===== config.mk =====
export PLATFORM = sky130hd
export DESIGN_NAME = fsw_top
export DESIGN_NICKNAME = d
export VERILOG_FILES = /design/src/hw/fsw_sync.v /design/src/hw/fsw_region.v /design/src/hw/fsw_top.v
export VERILOG_INCLUDE_DIRS = /design/src /design/src/hw
export SDC_FILE = /design/constraint.sdc
export NUM_CORES = 1
export LEC_CHECK = 0
export ABC_AREA = 0
export BUFFER_PORTS_ARGS = -buffer_cell sky130_fd_sc_hd__buf_2
export CELL_PAD_IN_SITES_DETAIL_PLACEMENT = 0
export CELL_PAD_IN_SITES_GLOBAL_PLACEMENT = 1
export CORE_UTILIZATION = 50
export CTS_BUF_LIST = sky130_fd_sc_hd__clkbuf_8
export DETAILED_ROUTE_END_ITERATION = 6
export GPL_TIMING_DRIVEN = 0
export PLACE_DENSITY = 0.86
export SKIP_LAST_GASP = 1
export SYNTH_ARGS = -nofsm -noshare
export SYNTH_HDL_FRONTEND = slang
export SYNTH_HIERARCHICAL = 1
export SYNTH_SLANG_ARGS = --single-unit

===== constraint.sdc =====
create_clock -name i_clk -period 5.2 [get_ports i_clk]
set_clock_uncertainty 0.15 [all_clocks]
set_input_delay 0.52 -clock i_clk [delete_from_list [all_inputs] [get_ports i_clk]]
set_output_delay 0.52 -clock i_clk [all_outputs]
set_load 0.1 [all_outputs]

===== src/hw/fsw_defs.vh =====
// Constants for the flash status and write-protect block.
// Assumes a 50 MHz system clock and a serial host in SPI mode 0 or 3.
`ifndef FSW_DEFS_VH
`define FSW_DEFS_VH

// Command codes
`define FSW_OP_LATCH_SET 8'h06
`define FSW_OP_LATCH_CLR 8'h04
`define FSW_OP_RD_SR1 8'h05
`define FSW_OP_RD_SR2 8'h35
`define FSW_OP_RD_SR3 8'h15
`define FSW_OP_WR_SR1 8'h01
`define FSW_OP_WR_SR2 8'h31
`define FSW_OP_WR_SR3 8'h11
`define FSW_OP_PAGE 8'h02
`define FSW_OP_WIPE_4K 8'h20
`define FSW_OP_WIPE_32K 8'h52
`define FSW_OP_WIPE_64K 8'hD8
`define FSW_OP_WIPE_ALL_A 8'h60
`define FSW_OP_WIPE_ALL_B 8'hC7
`define FSW_OP_RST_ARM 8'h66
`define FSW_OP_RST_GO 8'h99

// Field positions within each status byte
`define FSW_SR1_LOCK_LO 7
`define FSW_SR2_INVERT 6
`define FSW_SR2_FOUR_LANE 1
`define FSW_SR2_LOCK_HI 0
`define FSW_SR3_PIN_SEL 7
`define FSW_SR3_LATENCY 0

// Power-up values (drive strength defaults to 01)
`define FSW_SR1_RST 8'h00
`define FSW_SR2_RST 8'h00
`define FSW_SR3_RST 8'h20

// Array operation kinds reported to the array sequencer
`define FSW_KIND_PAGE 2'h0
`define FSW_KIND_SMALL 2'h1
`define FSW_KIND_MID 2'h2
`define FSW_KIND_WHOLE 2'h3

// Cycles the busy flag stands after an accepted operation
`define FSW_BUSY_CYC 16'h0064

`endif


===== src/hw/fsw_sync.v =====
// Two-stage synchroniser for pins arriving from outside the clock domain.
// Assumes the reset value given matches the idle level of each pin.
`timescale 1ns/1ns
module fsw_sync #(
  parameter W = 1,
  parameter [W-1:0] RST_VAL = {W{1'b0}}
) (
  input wire i_clk, // System clock
  input wire i_rst_n, // Synchronous-release reset, active low
  input wire [W-1:0] i_d, // Asynchronous inputs
  output wire [W-1:0] o_q // Synchronised outputs
);
  reg [W-1:0] meta_r;
  reg [W-1:0] hold_r;

  // First stage is read only by the second stage
  always @(posedge i_clk or negedge i_rst_n) begin
    if (!i_rst_n) begin
      meta_r <= RST_VAL;
      hold_r <= RST_VAL;
    end else begin
      meta_r <= i_d;
      hold_r <= meta_r;
    end
  end

  assign o_q = hold_r;
endmodule // fsw_sync


===== src/hw/fsw_region.v =====
// Protected-range decoder: select bits and invert bit against a 24-bit address.
// Assumes a 16 MB array; purely combinational, registered by the caller.
`timescale 1ns/1ns
module fsw_region (
  input wire [4:0] i_sel, // Region select bits
  input wire i_invert, // Complement the range
  input wire [23:0] i_addr, // Target byte address
  output reg o_protected, // Address lies in protected range
  output reg o_chip_ok // Whole-array wipe permitted
);
  reg [2:0] low;
  reg [4:0] sh;
  reg [23:0] mask;
  reg in_rng;

  // Range size is a power of two, so a top or bottom test is a masked compare
  always @* begin
    low = i_sel[2:0];
    sh = 5'd0;
    mask = 24'h00_0000;
    in_rng = 1'b0;
    if (low == 3'h7) begin
      in_rng = 1'b1;
    end else if (low != 3'h0) begin
      if (!i_sel[4]) begin
        sh = 5'd17 + {2'b00, low};
      end else if (low[2]) begin
        sh = 5'd15;
      end else begin
        sh = 5'd11 + {3'b000, low[1:0]};
      end
      mask = 24'hFF_FFFF << sh;
      in_rng = i_sel[3] ? ((i_addr & mask) == 24'h00_0000) : ((i_addr & mask) == mask);
    end
    o_protected = in_rng ^ i_invert;
    o_chip_ok = ((low == 3'h0) && !i_invert) || ((low == 3'h7) && i_invert);
  end
endmodule // fsw_region


===== src/hw/fsw_top.v =====
// Status bytes and write-protection logic of a serial NOR flash.
// Assumes the host drives the serial pins asynchronously; all are
// sampled by i_clk, which must run well above the serial clock.
`timescale 1ns/1ns
`include "fsw_defs.vh"
module fsw_top #(
  parameter [15:0] BUSY_CYC = `FSW_BUSY_CYC
) (
  input wire i_clk, // System clock, 50 MHz
  input wire i_rst_n, // Power-up reset, active low
  input wire i_sclk, // Serial clock from host
  input wire i_cs_n, // Chip select, active low
  input wire i_si, // Serial data in
  input wire i_wp_n, // Write-protect pin, active low
  input wire i_erase_paused, // Erase suspended, from array logic
  input wire i_prog_paused, // Program suspended, from array logic
  output reg o_so, // Serial data out
  output reg o_so_oe, // Serial out drive enable
  output reg o_array_go, // One-cycle start of an array operation
  output reg [1:0] o_array_kind, // Kind of array operation
  output reg [23:0] o_array_addr, // Address of array operation
  output reg o_busy_flag, // Operation in progress
  output reg o_four_lane_on, // Four-lane mode enable
  output reg [1:0] o_drive_strength, // Output drive strength
  output reg o_latency_select, // Read latency select
  output reg o_pause_or_reset_select, // Pin function select
  output reg [2:0] o_lock_otp // Security-area lock bits
);

  // Reset release through two flops
  reg rst_meta_r;
  reg rst_sync_r;
  always @(posedge i_clk or negedge i_rst_n) begin
    if (!i_rst_n) begin
      rst_meta_r <= 1'b0;
      rst_sync_r <= 1'b0;
    end else begin
      rst_meta_r <= 1'b1;
      rst_sync_r <= rst_meta_r;
    end
  end
  wire rst_n = rst_sync_r;

  // Power-up images of the three bytes; reset fields are cut from these
  // so that every reset value keeps the width of the flop it loads
  localparam [7:0] SR1_RST = `FSW_SR1_RST;
  localparam [7:0] SR2_RST = `FSW_SR2_RST;
  localparam [7:0] SR3_RST = `FSW_SR3_RST;

  // Pin sampling: cs_n and wp_n idle high, sclk idle low
  // A pin change is seen about three clocks late, so each serial clock
  // phase must last at least four system clocks
  wire [3:0] pins_s;
  fsw_sync #(
    .W(4),
    .RST_VAL(4'h9)
  ) u_sync (
    .i_clk(i_clk),
    .i_rst_n(rst_n),
    .i_d({i_cs_n, i_sclk, i_si, i_wp_n}),
    .o_q(pins_s)
  );
  wire cs_s = pins_s[3];
  wire sclk_s = pins_s[2];
  wire si_s = pins_s[1];
  wire wp_s = pins_s[0];

  // Edge history, taken only from the second synchroniser stage
  reg sclk_d_r;
  reg cs_d_r;
  always @(posedge i_clk or negedge rst_n) begin
    if (!rst_n) begin
      sclk_d_r <= 1'b0;
      cs_d_r <= 1'b1;
    end else begin
      sclk_d_r <= sclk_s;
      cs_d_r <= cs_s;
    end
  end
  wire sclk_rise = sclk_s & ~sclk_d_r & ~cs_s;
  wire sclk_fall = ~sclk_s & sclk_d_r & ~cs_s;
  wire cs_end = cs_s & ~cs_d_r;

  // Status byte number addressed by a read or write opcode, zero if neither
  function [1:0] fsw_sel;
    input [7:0] op;
    begin
      case (op)
        `FSW_OP_RD_SR1, `FSW_OP_WR_SR1: fsw_sel = 2'h1;
        `FSW_OP_RD_SR2, `FSW_OP_WR_SR2: fsw_sel = 2'h2;
        `FSW_OP_RD_SR3, `FSW_OP_WR_SR3: fsw_sel = 2'h3;
        default: fsw_sel = 2'h0;
      endcase
    end
  endfunction

  // Opcode is one of the three status reads
  function fsw_is_rd;
    input [7:0] op;
    begin
      fsw_is_rd = (op == `FSW_OP_RD_SR1) || (op == `FSW_OP_RD_SR2) || (op == `FSW_OP_RD_SR3);
    end
  endfunction

  // Stored status bits
  reg lock_lo_r;
  reg lock_hi_r;
  reg [4:0] region_r;
  reg invert_r;
  reg latch_r;
  reg [15:0] busy_cnt_r;
  // The array sequencer reports no completion, so every accepted operation
  // holds busy for the same BUSY_CYC clocks; a slower array needs a
  // longer count
  wire busy_w = (busy_cnt_r != 16'h0000);

  // Byte images as the host sees them; reserved bits read zero
  wire [7:0] sr1_w = {lock_lo_r, region_r, latch_r, busy_w};
  wire [7:0] sr2_w = {i_erase_paused, invert_r, o_lock_otp, i_prog_paused,
                      o_four_lane_on, lock_hi_r};
  wire [7:0] sr3_w = {o_pause_or_reset_select, o_drive_strength, 4'h0,
                      o_latency_select};

  // Serial receive state
  reg [2:0] bitcnt_r;
  reg [2:0] bytecnt_r;
  reg [7:0] shin_r;
  reg [7:0] cmd_r;
  reg [7:0] data_r;
  reg [23:0] addr_r;
  reg reading_r;
  reg [1:0] rd_sel_r;
  reg [7:0] tx_r;
  reg [2:0] txcnt_r;
  wire [7:0] byte_in = {shin_r[6:0], si_s};

  // Fresh image of the byte being polled
  reg [7:0] rd_img;
  always @* begin
    case (rd_sel_r)
      2'h1: rd_img = sr1_w;
      2'h2: rd_img = sr2_w;
      2'h3: rd_img = sr3_w;
      default: rd_img = 8'h00;
    endcase
  end

  // Shifter: bytes in on rising edges, status out on falling edges
  always @(posedge i_clk or negedge rst_n) begin
    if (!rst_n) begin
      bitcnt_r <= 3'h0;
      bytecnt_r <= 3'h0;
      shin_r <= 8'h00;
      cmd_r <= 8'h00;
      data_r <= 8'h00;
      addr_r <= 24'h00_0000;
      reading_r <= 1'b0;
      rd_sel_r <= 2'h0;
      tx_r <= 8'h00;
      txcnt_r <= 3'h0;
      o_so <= 1'b0;
      o_so_oe <= 1'b0;
    end else if (cs_s) begin
      // Deselect drops any partial byte and lets go of the output at once
      bitcnt_r <= 3'h0;
      bytecnt_r <= 3'h0;
      reading_r <= 1'b0;
      txcnt_r <= 3'h0;
      o_so_oe <= 1'b0;
    end else begin
      if (sclk_rise) begin
        shin_r <= byte_in;
        bitcnt_r <= bitcnt_r + 3'h1;
        if (bitcnt_r == 3'h7) begin
          if (bytecnt_r != 3'h7) begin
            bytecnt_r <= bytecnt_r + 3'h1;
          end
          if (bytecnt_r == 3'h0) begin
            cmd_r <= byte_in;
            rd_sel_r <= fsw_sel(byte_in);
            reading_r <= fsw_is_rd(byte_in);
          end else if (bytecnt_r == 3'h1) begin
            data_r <= byte_in;
            addr_r <= {byte_in, addr_r[15:0]};
          end else if (bytecnt_r == 3'h2) begin
            addr_r <= {addr_r[23:16], byte_in, addr_r[7:0]};
          end else if (bytecnt_r == 3'h3) begin
            addr_r <= {addr_r[23:8], byte_in};
          end
        end
      end
      // Reload on each byte boundary so repeated bytes track busy live
      // The first falling edge after the opcode is the first that drives
      if (sclk_fall && reading_r) begin
        o_so_oe <= 1'b1;
        txcnt_r <= txcnt_r + 3'h1;
        if (txcnt_r == 3'h0) begin
          o_so <= rd_img[7];
          tx_r <= {rd_img[6:0], 1'b0};
        end else begin
          o_so <= tx_r[7];
          tx_r <= {tx_r[6:0], 1'b0};
        end
      end
    end
  end

  // Protection lookup on the captured address
  // Only its value at deselect matters, when all address bytes are in
  wire addr_prot;
  wire chip_ok;
  fsw_region u_region (
    .i_sel(region_r),
    .i_invert(invert_r),
    .i_addr(addr_r),
    .o_protected(addr_prot),
    .o_chip_ok(chip_ok)
  );

  // Lock-mode gate for status writes
  // Mode 10 relies on power-up reset clearing both lock bits; mode 11 is
  // only as permanent as the flops, which lose it at reset
  reg sr_wr_ok;
  always @* begin
    case ({lock_hi_r, lock_lo_r})
      2'b00: sr_wr_ok = 1'b1;
      2'b01: sr_wr_ok = wp_s;
      2'b10: sr_wr_ok = 1'b0;
      default: sr_wr_ok = 1'b0;
    endcase
  end

  // A command counts only when deselect lands on a byte boundary
  // Reads and cut frames fall through with nothing decoded, so a cut
  // frame never touches the latch
  wire exec = cs_end && (bitcnt_r == 3'h0) && (bytecnt_r != 3'h0);
  wire may_write = latch_r && !busy_w;
  wire is_wr_sr = (fsw_sel(cmd_r) != 2'h0) && !fsw_is_rd(cmd_r);
  wire is_wipe_mid = (cmd_r == `FSW_OP_WIPE_32K) || (cmd_r == `FSW_OP_WIPE_64K);
  wire is_wipe_all = (cmd_r == `FSW_OP_WIPE_ALL_A) || (cmd_r == `FSW_OP_WIPE_ALL_B);

  // Array-command acceptance, decided at deselect
  // Byte counts must match exactly, except page writes, which take any
  // length from five bytes on; the byte counter saturates at seven
  reg go_nxt;
  reg [1:0] kind_nxt;
  always @* begin
    go_nxt = 1'b0;
    kind_nxt = `FSW_KIND_PAGE;
    if (exec && may_write) begin
      if (cmd_r == `FSW_OP_PAGE && bytecnt_r >= 3'h5) begin
        go_nxt = !addr_prot;
      end else if (cmd_r == `FSW_OP_WIPE_4K && bytecnt_r == 3'h4) begin
        go_nxt = !addr_prot;
        kind_nxt = `FSW_KIND_SMALL;
      end else if (is_wipe_mid && bytecnt_r == 3'h4) begin
        go_nxt = !addr_prot;
        kind_nxt = `FSW_KIND_MID;
      end else if (is_wipe_all && bytecnt_r == 3'h1) begin
        go_nxt = chip_ok;
        kind_nxt = `FSW_KIND_WHOLE;
      end
    end
  end
  wire sr_go = exec && may_write && is_wr_sr && (bytecnt_r == 3'h2) && sr_wr_ok;

  // Status bits, latch, busy timer and array strobe
  reg rst_arm_r;
  always @(posedge i_clk or negedge rst_n) begin
    if (!rst_n) begin
      lock_lo_r <= 1'b0;
      lock_hi_r <= 1'b0;
      region_r <= SR1_RST[6:2];
      invert_r <= 1'b0;
      latch_r <= 1'b0;
      busy_cnt_r <= 16'h0000;
      rst_arm_r <= 1'b0;
      o_array_go <= 1'b0;
      o_array_kind <= `FSW_KIND_PAGE;
      o_array_addr <= 24'h00_0000;
      o_busy_flag <= 1'b0;
      o_four_lane_on <= SR2_RST[`FSW_SR2_FOUR_LANE];
      o_drive_strength <= SR3_RST[6:5];
      o_latency_select <= SR3_RST[`FSW_SR3_LATENCY];
      o_pause_or_reset_select <= SR3_RST[`FSW_SR3_PIN_SEL];
      o_lock_otp <= SR2_RST[5:3];
    end else begin
      o_array_go <= go_nxt;
      // Busy output lags the internal timer by one clock
      o_busy_flag <= busy_w;
      if (go_nxt) begin
        o_array_kind <= kind_nxt;
        o_array_addr <= addr_r;
      end
      // Busy timer; latch drops as the operation completes
      if (go_nxt || sr_go) begin
        busy_cnt_r <= BUSY_CYC;
      end else if (busy_w) begin
        busy_cnt_r <= busy_cnt_r - 16'h0001;
        if (busy_cnt_r == 16'h0001) begin
          latch_r <= 1'b0;
        end
      end
      // A cut frame breaks the two-frame reset sequence as well
      if (cs_end && !exec) begin
        rst_arm_r <= 1'b0;
      end
      if (exec) begin
        rst_arm_r <= (cmd_r == `FSW_OP_RST_ARM) && (bytecnt_r == 3'h1);
        if (bytecnt_r == 3'h1 && cmd_r == `FSW_OP_LATCH_SET && !busy_w) begin
          latch_r <= 1'b1;
        end
        if (bytecnt_r == 3'h1 && cmd_r == `FSW_OP_LATCH_CLR && !busy_w) begin
          latch_r <= 1'b0;
        end
        // Software reset aborts the timer; stored bits survive it
        if (bytecnt_r == 3'h1 && cmd_r == `FSW_OP_RST_GO && rst_arm_r) begin
          latch_r <= 1'b0;
          busy_cnt_r <= 16'h0000;
        end
      end
      // Only path that changes the stored bits
      // Refused writes leave the latch set and start no busy stretch
      if (sr_go) begin
        case (fsw_sel(cmd_r))
          2'h1: begin
            lock_lo_r <= data_r[`FSW_SR1_LOCK_LO];
            region_r <= data_r[6:2];
          end
          // Security-area lock bits can only be set; a zero written to them is ignored
          2'h2: begin
            invert_r <= data_r[`FSW_SR2_INVERT];
            o_lock_otp <= o_lock_otp | data_r[5:3];
            o_four_lane_on <= data_r[`FSW_SR2_FOUR_LANE];
            lock_hi_r <= data_r[`FSW_SR2_LOCK_HI];
          end
          default: begin
            o_pause_or_reset_select <= data_r[`FSW_SR3_PIN_SEL];
            o_drive_strength <= data_r[6:5];
            o_latency_select <= data_r[`FSW_SR3_LATENCY];
          end
        endcase
      end
    end
  end

endmodule // fsw_top


# == Word-level counts from Yosys, hierarchy flattened ==
# Index checks and enable logic that the tools add are counted.
# totals
regBits,143
input_bits,8
output_inout_bits,38
elab_cells,221
# op_classes
shifts,1
add_sub_neg,6
muxes,54
n_eq_ne,37
reduce_logical,70
n_bitwise,16
magnitude_cmp,1
# op_table
operator,count
16-bit two-way mux,5
"8-bit by 6-bit == test with 1-bit output, second input constant",5
"8-bit by 3-bit == test with 1-bit output, second input constant",4
"8-bit by 5-bit == test with 1-bit output, second input constant",4
24-bit AND,1
24-bit == test,1
"8-bit by 7-bit == test with 1-bit output, second input constant",3
"8-bit == test, second input constant",3
24-bit logical NOT,1
1-bit two-way mux,24
24-bit two-way mux,1
3-bit two-way mux,8
8-bit one-hot mux with 3 select lines,1
"24-bit by 5-bit left shift with 24-bit output, first input constant",1
1-bit logical AND,23
5-bit two-way mux,4
"16-bit by 1-bit == test with 1-bit output, second input constant",1
"8-bit by 1-bit == test with 1-bit output, second input constant",2
8-bit two-way mux,2
16-bit nonzero test,1
"16-bit by 1-bit subtractor with 16-bit output, second input constant",1
2-bit nonzero test,7
2-bit OR reduction,7
3-bit logical NOT,4
28 further kinds,71

# == Logic depth before layout (Yosys ltp) ==
# logic_depth
word_depth,23
ltp_mapped,16
depth_no_buf,13

# == By module ==
# Netlist, hierarchy kept.
# modules_own_cells
module,instances,seq_area_each_um2,cells_per_inst,area_each_um2
fsw_top,1,3355.7,527,6248.5
fsw_region,1,0.0,72,456.7
fsw_sync,1,205.2,8,205.2

# == Worst setup path after synthesis ==
# No wires, ideal clock.
# synth_timing
kind,flip-flop to flip-flop
startpoint,reg region_r[0]
endpoint,reg o_array_addr[10]
setup_ns,0.125
path_stages_with_launch,15
t_arrival_ns,3.169
required_ns,4.925
period_less_slack_ns,3.444
path_slack_ns,1.756
n_path_buf,3
cell_sequence,dfrtp_1 buf_2 inv_1 ha_1 buf_6 nor2_1 nor3_1 nor3_1 o221ai_1 o311ai_2 xor2_1 nor2_1 o31ai_4 buf_6 mux2_4
# synth_via
elab_chain_len,17
word_cells_on_any_way,26
cone_classes,2 x add/sub; 2 x eq/ne; 1 x shift; 12 x mux; 2 x bitwise; 7 x reduce/logical
# synth_lines
item,line_no,text
"start, declared",fsw_top.v:108,reg [4:0] region_r;
"start signal, assigned",fsw_top.v:273,region_r <= SR1_RST[6:2];
"start signal, assigned",fsw_top.v:328,region_r <= data_r[6:2];
4-bit by 2-bit adder with 5-bit output,fsw_region.v:30,"sh = 5'd11 + {3'b000, low[1:0]};"
5-bit two-way mux,fsw_region.v:27,end else if (low[2]) begin
5-bit two-way mux,fsw_region.v:25,if (!i_sel[4]) begin
5-bit two-way mux,fsw_region.v:24,end else if (low != 3'h0) begin
5-bit two-way mux,fsw_region.v:22,if (low == 3'h7) begin
24-bit by 5-bit left shift with 24-bit output,fsw_region.v:32,mask = 24'hFF_FFFF << sh;
24-bit AND,fsw_region.v:33,in_rng = i_sel[3] ? ((i_addr & mask) == 24'h00_0000) : ((i_addr & mask) == mask);
24-bit == test / 24-bit logical NOT (equally long branches),fsw_region.v:33,
(+2 left out),n/a,
1-bit two-way mux *,fsw_region.v:22,
1-bit bitwise XOR *,fsw_region.v:35,o_protected = in_rng ^ i_invert;
net addr_prot,fsw_top.v:210,wire addr_prot;
1-bit logical NOT *,"fsw_top.v:252, fsw_top.v:254, fsw_top.v:257",
1-bit two-way mux,fsw_top.v:256,end else if (is_wipe_mid && bytecnt_r == 3'h4) begin
1-bit two-way mux,fsw_top.v:253,end else if (cmd_r == `FSW_OP_WIPE_4K && bytecnt_r == 3'h4) begin
1-bit two-way mux *,fsw_top.v:251,if (cmd_r == `FSW_OP_PAGE && bytecnt_r >= 3'h5) begin
1-bit two-way mux *,fsw_top.v:250,if (exec && may_write) begin
"end signal, assigned",fsw_top.v:293,o_array_addr <= addr_r;
"end, declared",fsw_top.v:21,"output reg [23:0] o_array_addr,"
# Mark *: on every way through the listed nets, which the timed path passes. The rest lies on a longest branch. The select of a mux whose other input is x is not followed.
# A chain may end at the register's enable or synchronous reset.

# == Worst setup path after layout ==
# layout_timing
startpoint,reg region_r[0]
endpoint,reg o_array_addr[16]
# Same word-level chain as after synthesis.

==> out/metrics.cfg <==
[clock_network]
clock_path_buffers=2
numCtsBuffers=17
cts_max_level=4
cts_post_setup_buffers_inserted=0
clkTransAtPathRegs_ps=80
cts_tree=yes
clk_latency_ps=440
cts_root_buffer=clkbuf_8
cts_hold_buf=2
cts.sinks=142
cts_resized=0

[setup_path]
crit_type=register to register
crit_path_start_kind=register
crit_required_ps=5380
critPathCaptureType=register
critical_path_arrival_ps=4450
cp_common_cell=buf_6
crit_chain=buf_2 > inv_1 > ha_1 > buf_6 > a21oi_1 > nor3b_1 > nor3_1 > o221ai_1 > o311ai_2 > xor2_1 > nor2_1 > o31ai_4 > buf_6 > mux2_4
crit_fanout=10
max_stage_delay_ps=540
cp_slowest_cell=o31ai_4

[finish]
mostFrequentLayoutCells=dfrtp_1 (135), mux2_2 (59), buf_2 (48)
diodes=0
syn_to_final_growth_pct=12.8
drive_gt1_share_pct=25.8
layout_commonest_cell=dfrtp_1
fin_cells=862
fill_cells=1133
fin_nets=703

[pwr]
leakagePower_uw=0.00384
clkPwrFrac_pct=40.0
p_seq_share_pct=56.6
combPwrFrac_pct=3.3
p_switching_uw=503
switching_share_pct=24.0
vdd_drop_max_mv=0.147
internal_power_uw=1590
powerDensity_nw_per_um2=269

[route]
postRouteAntennaNets=0
dr.pass1.iters=4
drt_iter0_markers=317
via_count=4876
via_per_inst=5.66
finalWirelength_mm=15.3
remaining_drc_errors=0
wl_per_cell_um=17.8

[sta]
drv_slew=0
setup_viol=0
rsz0062_at_grt=false
min_period_ps=4280
fin_setup_tns_ps=0
finalCritPeriodShare_pct=82.3
slew_headroom_pct=39.6
fmax_ghz=0.234
hold_viol=0
tightest_slew_ps=905

[global_route]
grt_overflow=0
antenna_found_initial=0
grt_usage_pct=23.4
grt_pass1_vias=4946
grt_pass1_wl_mm=25.8
grt_max_degree=64

[synth]
netlist_area_um2=6910
syn_inst=607
synth_flop_cell=dfrtp_1
ys_warn_count=6
synth.avg_cell_area_um2=11.4
synth_seq_cells=142
yosysSeqAreaShare_pct=51.5
ys_top_cells_by_area=dfrtp_1 (49%), mux2_2 (9.6%), mux2_4 (4.3%)
yosysUniqueCellTypes=64
synth_edf_count=0
synth_largest_area_cell=dfrtp_1
syn-num-nets=635
async_reset_ff_share_pct=100
yosysTopAreaCellShare_pct=49.2

[floorplanning]
initial_utilization_pct=51.8
dieArea_um2=14300
core-area_um2=13300
die_w_um=120
rows=42
ioPinCount=46
fp.dieH_um=120

[placed_design]
dp.final_hpwl_mm=11.0
placed_cells=830
routabilityCongestion=0.840
port_buffers=45

[status]
outcome=finished, final reports clean

[job]
max_cap_violations=0

[min_path]
min_path_type=input port to register

==> cell usage after synthesis (4+ instances only) <==
cell        n
xnor2_1     5
dfrtp_1   136
and3_1      4
nor2_1     39
and4_1      5
mux2_2     59
a21o_1      5
nor3_1     15
nor3b_1     5
nor2b_1    15
mux2_4     20
nand2_1    41
nand2b_1    9
inv_1      21
o31ai_1     5
a21oi_1    15
o22ai_1     5
nand3_1    18
a22oi_1     9
o21ai_0    39
nor4_1      7
dfstp_2     6
nand3b_1    4
xor2_1      8
ha_1       20
nand4_1    11
clkbuf_1   18
or4_1       6
==> layout make-up <==
cell class	count	area [µm²]	area share (%)
Sequential cell	142	3560	45.7
Multi-Input combinational cell	418	3140	40.3
Timing Repair Buffer	49	293	3.76
Clock buffer	19	262	3.35
Tap cell	176	220	2.83
Buffer	25	124	1.59
Clock inverter	11	106	1.36
Inverter	22	82.6	1.06
==> registers in the layout, indices dropped and copies added (netlist names), 2 cells and up <==
name,cells
txcnt_r,3
shin_r,7
o_array_kind,2
region_r,5
u_sync/o_q,4
rd_sel_r,2
addr_r,24
bitcnt_r,3
tx_r,7
cmd_r,8
data_r,8
o_array_addr,24
u_sync/meta_r,4
o_drive_strength,2
bytecnt_r,3
busy_cnt_r,16
o_lock_otp,3
==> routing by layer <==
metal	vias to the layer above	GRT usage, %	routed length (µm)
met2	98	36.5	7210
met4	0	7.03	189
li1	2325	-	-
met5	-	0	0
met1	2437	32.8	7330
met3	16	4.99	601
==> kinds of logic after synthesis <==
group | share of synthesized area, %
muxes | 14.4
xor gates and xnor gates | 1.65
adders and majority gates | 3.78
DFF | 51.5
other | 0.0543
buffers and inverters | 2.99
and+or+nand+nor | 16.0
AOI/OAI and AO/OA | 9.60
==> worst paths after layout <==
check / from / to / slack (ps) / depth (start not counted)
min in group asynchronous: rst_n / u_sync/meta_r[2] / 160 / 0
max in group asynchronous: rst_n / cmd_r[4] / 3770 / 2
worst min-delay path: i_wp_n / u_sync/meta_r[0] / 30 / 1
worst min register to register: rst_n / u_sync/meta_r[2] / 160 / 0
worst max-delay path: region_r[0] / o_array_addr[16] / 920 / 14
worst max register to register: region_r[0] / o_array_addr[16] / 920 / 14
==> stage by stage <==
| step | utilization (%) | hold WS, ps | worst slack, ps | cell area, µm² | total power [µW] |
|---|---|---|---|---|---|
| 2_1_floorplan | - | 74.4 | 811 | 6910 | 1220 |
| 3_3_place_gp | 55.1 | 155 | -554 | 7360 | 1270 |
| 3_5_place_dp | 55.5 | 160 | 987 | 7410 | 1280 |
| 4_1_cts | 58.4 | 0.0975 | 937 | 7790 | 2120 |
| 5_1_grt | 58.4 | 2.22 | 643 | 7790 | 2170 |
| 6_report | 58.4 | 25.5 | 923 | 7790 | 2090 |
==> power by group through the flow <==
stage	combinational, µW	sequential (µW)	clock, µW
finish	69.9	1190	839
global route	78.0	1190	899
CTS	71.4	1190	858
detailed placement	70.5	1210	0
global placement	48.8	1220	0
floorplan	33.7	1190	0
==> critical path: cells and delay by family (launching register included) <==
| family | cells | cell delay, ps |
|---|---|---|
| AOI/OAI and AO/OA | 4 | 1170 |
| buffers and inverters | 4 | 760 |
| xor gates and xnor gates | 1 | 530 |
| and+or+nand+nor | 3 | 450 |
| DFF | 1 | 420 |
| adders and majority gates | 1 | 330 |
| muxes | 1 | 320 |
Note: power is estimated with default switching activity, not from simulation.
